[config.mk]
export PLATFORM = sky130hd
export DESIGN_NAME = sysctl_regs
export DESIGN_NICKNAME = d
export VERILOG_FILES = /design/src/hw/sysctl_pkg.sv /design/src/hw/sysctl_regs.sv
export SDC_FILE = /design/constraint.sdc
export NUM_CORES = 1
export LEC_CHECK = 0
export ABC_AREA = 1
export BUFFER_PORTS_ARGS = -buffer_cell sky130_fd_sc_hd__buf_2
export CAP_MARGIN = 20
export CORE_UTILIZATION = 30
export DETAILED_ROUTE_END_ITERATION = 8
export PLACE_DENSITY = 0.47
export SLEW_MARGIN = 20
export SYNTH_ARGS = -nofsm -noshare
export SYNTH_HDL_FRONTEND = slang
export SYNTH_SLANG_ARGS = --single-unit
[constraint.sdc]
create_clock -name core_clk -period 4.1 [get_ports core_clk]
set_clock_uncertainty 0.2 [all_clocks]
set_input_delay 0.615 -clock core_clk [delete_from_list [all_inputs] [get_ports core_clk]]
set_output_delay 0.615 -clock core_clk [all_outputs]
set_load 0.02 [all_outputs]
[src/hw/sysctl_pkg.sv]
package sysctl_pkg;
  localparam logic [7:0]  SYSCTL_ADDR_ONE      = 8'h03;
  localparam logic [7:0]  SYSCTL_ADDR_TWO      = 8'h04;
  // system control one field positions
  localparam int          ONE_CHIP_ON          = 15;
  localparam int          ONE_SYS_REBOOT       = 14;
  localparam int          ONE_POWER_CYCLE      = 13;
  localparam int          ONE_FAULT_OV         = 12;
  localparam int          ONE_HOLD_LSB         = 10;
  localparam int          ONE_BANDGAP          = 9;
  localparam int          ONE_WDOG_HALT        = 7;
  localparam int          ONE_CHIP_RST_EN      = 6;
  localparam int          ONE_MEM_VALID        = 5;
  localparam int          ONE_CONFIGURED       = 4;
  localparam int          ONE_KEY_DEB          = 3;
  localparam int          ONE_KEY_POL          = 1;
  localparam int          ONE_INTERRUPT_PIN_POLARITY          = 0;
  // system control two field positions
  localparam int          TWO_LOW_SUSPEND      = 15;
  localparam int          TWO_SUSPEND          = 14;
  localparam int          TWO_ROLE             = 13;
  localparam int          TWO_SUPPLY_SEL       = 12;
  localparam int          TWO_HOST_CUR         = 11;
  localparam int          TWO_LIMIT_BYPASS     = 10;
  localparam int          TWO_DEV_CUR          = 9;
  localparam int          TWO_WDOG_HIB         = 7;
  localparam int          TWO_WATCHDOG_MODE_FIELD_LSB    = 4;
  localparam int          TWO_WDOG_TO_LSB      = 0;
  // implemented bits; others read zero
  localparam logic [15:0] ONE_MASK             = 16'hfefb;
  localparam logic [15:0] TWO_MASK             = 16'hfeb7;
  // bits guarded by the security key
  localparam logic [15:0] ONE_KEY_MASK         = 16'h408a;
  localparam logic [15:0] TWO_KEY_MASK         = 16'h0037;
  // values after reset
  localparam logic [15:0] ONE_RESET            = 16'h1c02;
  localparam logic [15:0] TWO_RESET            = 16'h0004;
  // hold times in ms, debounce in s
  localparam int          CLK_HZ               = 100_000_000;
  localparam int          HOLD_MS_BASE         = 15;
  localparam int          DEB_LONG_S           = 10;
  localparam int          DEB_SHORT_S          = 5;
  localparam longint      HOLD_BASE_CYCLES     = longint'(HOLD_MS_BASE) * CLK_HZ / 1000;
  localparam longint      DEB_LONG_CYCLES      = longint'(DEB_LONG_S) * CLK_HZ;
  localparam longint      DEB_SHORT_CYCLES     = longint'(DEB_SHORT_S) * CLK_HZ;
  typedef enum logic [1:0] {
    WDOG_OFF       = 2'h0,
    WDOG_IRQ       = 2'h1,
    WDOG_IRQ_RESET = 2'h2,
    WDOG_TWO_STAGE = 2'h3
  } sysctl_watchdog_mode_field_type;
  typedef enum logic [1:0] {
    HOLD_IDLE = 2'h1,
    HOLD_LOW  = 2'h2
  } sysctl_hold_state_type;
endpackage

[src/hw/sysctl_regs.sv]
// Contract
// - hold reset outputs low for selected time
// - bandgap never sleeps unless bit set
// - debug bit halts watchdog counting
// - memory-valid cleared at startup, memory reset
// - configured flag cleared only by power-on; code also clears it on a register one write with chip-on set and that bit zero
// - power key debounce ten or five seconds
// - key polarity bit selects active level
// - interrupt pin polarity selected by bit
// - low-current suspend bit suspends with 8mA
// - suspend bit opens USB power switch
// - suspend and slave current cleared on faults
// - role bit selects USB slave or master
// - role cleared on master-to-slave transition
// - source bit picks buck output or wall; code applies it only in master role, usbFromWall stays low in slave role
// - host-mode current limit 100 or 500mA
// - bypass bit disables USB current limiting
// - device-mode current limit 100 or 500mA
// - hibernate watchdog disabled unless keep bit
// - key-protected bits writable only when unlocked
// - state machine reset restores mask defaults
// - writing chip-on zero powers chip down
// - watchdog mode field selects time-out action
`timescale 1ns/1ps
`default_nettype none
module sysctl_regs
  import sysctl_pkg::*;
#(
  parameter longint HOLD_BASE = sysctl_pkg::HOLD_BASE_CYCLES,
  parameter longint DEB_LONG  = sysctl_pkg::DEB_LONG_CYCLES,
  parameter longint DEB_SHORT = sysctl_pkg::DEB_SHORT_CYCLES
) (
  input  wire logic        core_clk,
  input  wire logic        rst_b,
  input  wire logic        regWrite,
  input  wire logic [7:0]  regAddr,
  input  wire logic [15:0] regWdata,
  output logic      [15:0] regRdata,
  input  wire logic        securityUnlocked,
  input  wire logic        smReset,
  input  wire logic        memResetAssert,
  input  wire logic        activeEntry,
  input  wire logic        hibernate,
  input  wire logic        lineUvlo,
  input  wire logic        bootHystFail,
  input  wire logic        usbMasterToSlave,
  input  wire logic        powerKeyPin,
  input  wire logic        irqRequest,
  output logic             irqPin,
  output logic             cpuReset_b,
  output logic             memory_reset_out_b,
  output logic             bandgapSleepAllowed,
  output logic             watchdogRun,
  output logic [1:0]       watchdogMode,
  output logic             chipPowerDown,
  output logic             powerKeyShutdown,
  output logic             usbSwitchOpen,
  output logic             usbSuspendLow,
  output logic             usbMaster,
  output logic             usbFromWall,
  output logic             usbLimit500,
  output logic             usbLimitOff
);
  import sysctl_pkg::*;

  logic [15:0] oneReg;
  logic [15:0] twoReg;
  logic [15:0] oneNext;
  logic [15:0] twoNext;
  logic [15:0] oneWmask;
  logic [15:0] twoWmask;
  logic        wrOne;
  logic        wrTwo;
  logic        keyMeta;
  logic        keySync;
  logic        irqOutReg;
  logic        keyDebReg;
  logic [39:0] debCountReg;
  logic [31:0] holdCountReg;
  logic [31:0] holdLimit;
  logic        sysRebootPulse;
  sysctl_hold_state_type holdStateReg;

  ////////////////////////////////////////////////////////////////////////////
  assign wrOne = regWrite && (regAddr == SYSCTL_ADDR_ONE);
  assign wrTwo = regWrite && (regAddr == SYSCTL_ADDR_TWO);
  // locked key drops guarded bits from the write
  assign oneWmask = ONE_MASK & ~(securityUnlocked ? 16'h0000 : ONE_KEY_MASK);
  assign twoWmask = TWO_MASK & ~(securityUnlocked ? 16'h0000 : TWO_KEY_MASK);

  always_comb begin
    oneNext = oneReg;
    if (wrOne) begin
      oneNext = (oneReg & ~oneWmask) | (regWdata & oneWmask);
    end
    // reboot request is a one-shot, never stored
    oneNext[ONE_SYS_REBOOT] = 1'b0;
    if (smReset || (wrOne && !regWdata[ONE_CHIP_ON])) begin
      // state machine reset: mask defaults, configured flag survives
      oneNext = (ONE_RESET & ~(16'h1 << ONE_CONFIGURED)) | (oneReg & (16'h1 << ONE_CONFIGURED));
      oneNext[ONE_KEY_DEB] = oneReg[ONE_KEY_DEB];
      oneNext[ONE_BANDGAP] = oneReg[ONE_BANDGAP];
      oneNext[ONE_WDOG_HALT] = oneReg[ONE_WDOG_HALT];
      oneNext[ONE_POWER_CYCLE] = oneReg[ONE_POWER_CYCLE];
      // memory stays valid unless the memory reset itself fires
      oneNext[ONE_MEM_VALID] = oneReg[ONE_MEM_VALID];
    end
    if (memResetAssert) begin
      oneNext[ONE_MEM_VALID] = 1'b0;
    end
  end

  always_comb begin
    twoNext = twoReg;
    if (wrTwo) begin
      twoNext = (twoReg & ~twoWmask) | (regWdata & twoWmask);
    end
    if (usbMasterToSlave) begin
      twoNext[TWO_ROLE] = 1'b0;
    end
    if (smReset || (wrOne && !regWdata[ONE_CHIP_ON])) begin
      twoNext[TWO_ROLE] = TWO_RESET[TWO_ROLE];
      twoNext[TWO_SUPPLY_SEL] = TWO_RESET[TWO_SUPPLY_SEL];
      twoNext[TWO_HOST_CUR] = TWO_RESET[TWO_HOST_CUR];
      twoNext[TWO_DEV_CUR] = TWO_RESET[TWO_DEV_CUR];
      twoNext[TWO_WATCHDOG_MODE_FIELD_LSB +: 2] = TWO_RESET[TWO_WATCHDOG_MODE_FIELD_LSB +: 2];
    end
    if (smReset || lineUvlo || bootHystFail) begin
      twoNext[TWO_LOW_SUSPEND] = 1'b0;
      twoNext[TWO_SUSPEND] = 1'b0;
      twoNext[TWO_DEV_CUR] = 1'b0;
    end
  end

  always_ff @(posedge core_clk or negedge rst_b) begin
    if (!rst_b) begin
      oneReg <= ONE_RESET;
    end else begin
      oneReg <= oneNext;
    end
  end

  always_ff @(posedge core_clk or negedge rst_b) begin
    if (!rst_b) begin
      twoReg <= TWO_RESET;
    end else begin
      twoReg <= twoNext;
    end
  end

  assign sysRebootPulse = wrOne && regWdata[ONE_SYS_REBOOT] && securityUnlocked;

  always_comb begin
    case (regAddr)
      SYSCTL_ADDR_ONE: regRdata = oneReg & ONE_MASK;
      SYSCTL_ADDR_TWO: regRdata = twoReg & TWO_MASK;
      default:         regRdata = 16'h0000;
    endcase
  end

  ////////////////////////////////////////////////////////////////////////////
  // reset hold: base time doubled per code step
  assign holdLimit = 32'(HOLD_BASE << oneReg[ONE_HOLD_LSB +: 2]);

  always_ff @(posedge core_clk or negedge rst_b) begin
    if (!rst_b) begin
      holdStateReg <= HOLD_IDLE;
      holdCountReg <= 32'h0;
    end else begin
      case (holdStateReg)
        HOLD_IDLE: begin
          if (activeEntry || sysRebootPulse) begin
            holdStateReg <= HOLD_LOW;
            holdCountReg <= 32'h0;
          end
        end
        HOLD_LOW: begin
          if (holdCountReg >= holdLimit - 32'h1) begin
            holdStateReg <= HOLD_IDLE;
          end else begin
            holdCountReg <= holdCountReg + 32'h1;
          end
        end
        default: holdStateReg <= HOLD_IDLE;
      endcase
    end
  end

  assign cpuReset_b = (holdStateReg != HOLD_LOW);
  assign memory_reset_out_b = (holdStateReg != HOLD_LOW) && !memResetAssert;

  ////////////////////////////////////////////////////////////////////////////
  // pin comes from outside, two flops before use
  always_ff @(posedge core_clk or negedge rst_b) begin
    if (!rst_b) begin
      // idle level of the default active-low key, no false press
      keyMeta <= 1'b1;
      keySync <= 1'b1;
    end else begin
      keyMeta <= powerKeyPin;
      keySync <= keyMeta;
    end
  end

  // pressed level depends on polarity bit
  assign keyDebReg = keySync ^ oneReg[ONE_KEY_POL];

  always_ff @(posedge core_clk or negedge rst_b) begin
    if (!rst_b) begin
      debCountReg <= 40'h0;
      powerKeyShutdown <= 1'b0;
    end else if (!keyDebReg) begin
      debCountReg <= 40'h0;
      powerKeyShutdown <= 1'b0;
    end else if (debCountReg >= 40'(oneReg[ONE_KEY_DEB] ? DEB_SHORT : DEB_LONG) - 40'h1) begin
      powerKeyShutdown <= 1'b1;
    end else begin
      debCountReg <= debCountReg + 40'h1;
    end
  end

  ////////////////////////////////////////////////////////////////////////////
  always_ff @(posedge core_clk or negedge rst_b) begin
    if (!rst_b) begin
      irqOutReg <= 1'b1;
    end else begin
      irqOutReg <= irqRequest ~^ oneReg[ONE_INTERRUPT_PIN_POLARITY];
    end
  end
  assign irqPin = irqOutReg;

  assign bandgapSleepAllowed = oneReg[ONE_BANDGAP];
  assign watchdogMode = (hibernate && !twoReg[TWO_WDOG_HIB]) ? WDOG_OFF
                        : twoReg[TWO_WATCHDOG_MODE_FIELD_LSB +: 2];
  // halted counter keeps its value, no reload
  assign watchdogRun = (watchdogMode != WDOG_OFF) && !oneReg[ONE_WDOG_HALT];
  assign chipPowerDown = !oneReg[ONE_CHIP_ON];

  assign usbSuspendLow = twoReg[TWO_LOW_SUSPEND];
  assign usbSwitchOpen = twoReg[TWO_SUSPEND] | twoReg[TWO_LOW_SUSPEND];
  assign usbMaster = twoReg[TWO_ROLE];
  assign usbFromWall = twoReg[TWO_ROLE] & twoReg[TWO_SUPPLY_SEL];
  assign usbLimit500 = twoReg[TWO_ROLE] ? twoReg[TWO_HOST_CUR] : twoReg[TWO_DEV_CUR];
  assign usbLimitOff = twoReg[TWO_LIMIT_BYPASS];
endmodule
`default_nettype wire

# Yosys cells after proc, flatten, opt, wreduce, memory -nomap -nowiden
# Index checks and enable logic that the tools add are counted.
[word_totals]
out_inout_bits = 31
ramBits = 0
register_bits = 110
romBits = 0
latch_bits = 0
elab_cells = 104
mem_count = 0
[classes]
addsub = 4
n_shift = 1
n_mux = 26
magnitude_cmp = 2
n_reduce_logical = 29
bitwise_logic = 15
n_eq_ne = 11
n_mul = 0
n_div = 0
[ops]
columns = ["operator", "count"]
rows = [
  ["$mux 40", 2],
  ["$and 16x16->16", 4],
  ["$mux 32", 2],
  ["$pmux 32 s2", 1],
  ["$mux 16", 3],
  ["$add 40x1->40 const B", 1],
  ["$ge 40x40->1", 1],
  ["$add 32x1->32 const B", 1],
  ["$ge 32x32->1", 1],
  ["$not 16->16", 2],
  ["$or 16x16->16", 2],
  ["$pmux 16 s2", 1],
  ["$shl 21x2->32 const A", 1],
  ["$sub 32x1->32 const B", 1],
  ["$sub 30x1->31 const B", 1],
  ["$mux 30", 1],
  ["$not 15->16", 1],
  ["$not 6->16", 1],
  ["$mux 15", 1],
  ["$ne 2x2->1 const B", 6],
  ["$reduce_bool 2->1", 6],
  ["$mux 2", 5],
  ["$eq 8x2->1 const B", 1],
  ["$eq 8x3->1 const B", 1],
  ["18 further kinds", 41],
]

# Logic depth before layout (Yosys ltp)
[depth]
depth_word = 8
ltp_mapped = 17

# Worst setup path before layout
# OpenSTA, ideal clock, no wires.
[synth_path]
path_type = "register -> register"
from = "register oneReg[11]"
to = "register holdCountReg[10]"
path_stages_with_launch = 17
period_less_slack_ns = 2.593
setup_slack_ns = 1.507
setup_time_ns = 0.117
t_arrival_ns = 2.276
required_ns = 3.783
path_cell_list = "dfstp_2 inv_1 ha_1 inv_1 xor2_1 ha_1 nand2_1 inv_1 a21oi_1 nand2_1 nand2_1 nand3_1 nand2_1 nand2_4 buf_2 nand3_1 nand2_1"
[synth_via]
elab_chain_cells = 5
[synth_lines]
columns = ["item", "line", "rtl"]
rows = [
  ["start: declaration", "sysctl_regs.sv:66", "logic [15:0] oneReg;"],
  ["start signal: assignment", "sysctl_regs.sv:139", "oneReg <= oneNext;"],
  ["$shl 21x2->32", "sysctl_regs.sv:163", "assign holdLimit = 32'(HOLD_BASE << oneReg[ONE_HOLD_LSB +: 2]);"],
  ["$sub 32x1->32", "sysctl_regs.sv:178", "if (holdCountReg >= holdLimit - 32'h1) begin"],
  ["$ge 32x32->1", "sysctl_regs.sv:178", ""],
  ["$ne 2x2->1 (no source line)", "-", ""],
  ["$reduce_and 3->1 (no source line)", "-", ""],
  ["end signal: assignment", "sysctl_regs.sv:181", "holdCountReg <= holdCountReg + 32'h1;"],
  ["end: declaration", "sysctl_regs.sv:79", "logic [31:0] holdCountReg;"],
]
# No other way between the ends.
# A chain may end at the register's enable or synchronous reset.

# Final worst setup path
[layout_path]
from = "register oneReg[11]"
to = "register holdCountReg[19]"
# Same word-level chain as after synthesis.

==> flow_summary.ini <==
[worst_setup_path]
endpoint = holdCountReg[19]
r2r_cells = 16
endpoint_kind = register
reg2reg_to = holdCountReg[19]
r2r_start = oneReg[11]
cp-start-kind = register
crit_required_ns = 4.22
r2r_slack_ns = 0.89
critPathMaxFanout = 34
crit_type = reg2reg
cp_data_arrival_time_ns = 3.33
critPathLaunch = oneReg[11]

[power]
p_seq_share_pct = 51.2
power_mw = 2.03
p_sw_share_pct = 26.4
max-vdd-ir-drop_mv = 0.173
power_density_nw_per_um2 = 250
pwr-share-clk_pct = 44.7
intPower_mw = 1.49
power.leakage_nw = 4.26
p_sw_uw = 535
power_frac_comb_pct = 4.0

[global_route]
antenna_found_initial = 0
grt_pass1_wl_um = 32800
grt_max_degree = 69
first_global_vias = 6295
overflow = 0
grt_usage_pct = 16.9

[layout]
n_antenna_cell = 0
final_cell_mix = nand2_1, nor2_1, inv_1
layout-area-overhead-vs-synth_pct = 12.7
stdcell_count = 1413
final_common_cell = nand2_1
final_nets = 1167
fillers = 2606
drive_above_1_share_pct = 12.1

[timing]
max-slew-margin-rel_pct = 31.4
max_slew.worst_pin.slew_ns = 1.03
grt_setup_unrepaired = false
fmax_mhz = 311
finalHoldViolCount = 0
drv_slew = 0
final.setup.worst_slack_ns = 0.888
finalSetupTns_ns = 0
setup_violations = 0
period_minus_slack_ns = 3.21
period_share_pct = 78.3

[placement]
dp.cells = 1397
hpwl_um = 14200
place_ws_ns = 0.833
io_buffers = 65
globalplace.congestion = 0.867

[clocking]
htreeDepth = 3
cts.clk_slew.worst_paths_ns = 0.09
tritoncts = done
clock_sinks = 104
clock_latency_ns = 0.37
cts_max_path_buffers = 2
clockRootBuffer = clkbuf_16
cts_hold_buf = 0
post_cts_buffers = 0
cts_buffers = 9
ctsResizeCount = 0

[synthesis]
yosys.area.top_type_share_pct = 33.1
synth_cell_types = 46
syn_area_um2 = 7180
synth_top_area_cell = dfrtp_1
syn-num-nets = 1113
synth_edf_count = 0
async_reset_ff_share_pct = 100
ys_warn_count = 0
avgSynthCellArea_um2 = 6.94
seq_area_frac_synth_pct = 36.4
yosys_most_used_dff = dfrtp_1
ys_ff_latch = 104
syn_inst = 1035
synth_area_leaders = dfrtp_1, nand2_1, nor2_1

[floorplan]
start_util_pct = 30.6
chipWidth_um = 157
die-area_um2 = 24600
pin_count = 68
core-area_um2 = 23500
rows = 56
die_y_um = 157

[run]
maxCapViolCount = 0

[routing]
drtAntennaViolNets = 0
wl_um = 19500
drc = 0
wire_per_inst_um = 13.8
drt_iter0_drc = 298
num_vias = 6565
dr.pass1.iters = 5
vias_per_cell = 4.65

[status]
status = finished, final reports clean

[hold_path]
min_path_type = in2reg
power by group through the flow:
stage | logic, mW | clock network (mW) | registers (mW)
2_1_floorplan | 0.0304 | 0 | 1.06
6_report | 0.0820 | 0.906 | 1.04
5_1_grt | 0.0943 | 0.982 | 1.04
3_5_place_dp | 0.0846 | 0 | 1.06
4_1_cts | 0.0849 | 0.950 | 1.04
3_3_place_gp | 0.0843 | 0 | 1.06
worst max-delay path, cell delays in order (launching register included):
cell,delay (ns)
dfstp_2,0.61
inv_1,0.13
ha_1,0.31
inv_1,0.11
xor2_1,0.20
ha_1,0.27
nand2_1,0.07
inv_1,0.05
a21oi_1,0.12
nand2_1,0.07
nand2_1,0.06
nand3_1,0.07
nand2_1,0.11
nand2_4,0.20
nand2_4,0.39
nand2_1,0.10
nand2_1,0.07
worst min path at each step:
stage                 from                    endpoint  cells past startpoint
2_1_floorplan        rst_b  asynchronous set/reset pin                      0
3_3_place_gp       keyMeta                     keySync                      0
3_5_place_dp       keyMeta                     keySync                      0
4_1_cts        powerKeyPin                     keyMeta                      1
5_1_grt        powerKeyPin                     keyMeta                      1
6_report       powerKeyPin                     keyMeta                      1
metal layers:
layer / vias to the layer above / track usage (%) / share of wire, %
met4: 0 / 4.20 / 1.1
met1: 3058 / 22.9 / 49
met3: 18 / 3.35 / 3.8
met2: 102 / 27.4 / 46
li1: 3387 / - / -
met5: - / 0 / 0
cell usage after synthesis, types with 8 or more instances:
master    count
nand2_1     303
nor2_1      137
inv_1       136
nand3_1      99
dfrtp_1      95
ha_1         41
nand4_1      41
o21ai_0      20
nor3_1       19
a21oi_1      16
xor2_1       12
clkbuf_1     10
xnor2_1      10
dfstp_2       9
o22ai_1       8
state kept, by name, indices dropped and copies added (netlist names), named ones only:
signal and count:
holdStateReg 2, keySync 1, irqPin 1, holdCountReg 32, keyMeta 1, oneReg 11
debCountReg 40, twoReg 10, powerKeyShutdown 1
final cells by class:
class                           count  area, um2  area share [%]
Multi-Input combinational cell    756       3840            47.5
Tap cell                          319        399            4.93
Clock inverter                      7       83.8            1.04
Clock buffer                        9        225            2.78
Sequential cell                   104       2610            32.3
Inverter                          146        548            6.77
Timing Repair Buffer               72        380            4.70
logic make-up after synthesis:
group	synth area share [%]
adders and majority gates	7.14
DFF	36.4
muxes	0.314
buffers and inverters	10.1
and+or+nand+nor	38.2
xor gates and xnor gates	2.91
other	0.0522
AOI/OAI and AO/OA	4.84
through the flow:
| stage | area (um2) | hold WS (ns) | utilization [%] |
|---|---|---|---|
| final | 8090 | 0.136 | 34.5 |
| after global routing | 8090 | 0.120 | 34.5 |
| after CTS | 8090 | 0.123 | 34.5 |
| after global placement | 7780 | 0.147 | 33.2 |
| after floorplan | 7180 | 0.119 | - |
| after detailed placement | 7780 | 0.147 | 33.2 |
No activity file was read; power rests on OpenSTA's default activity.
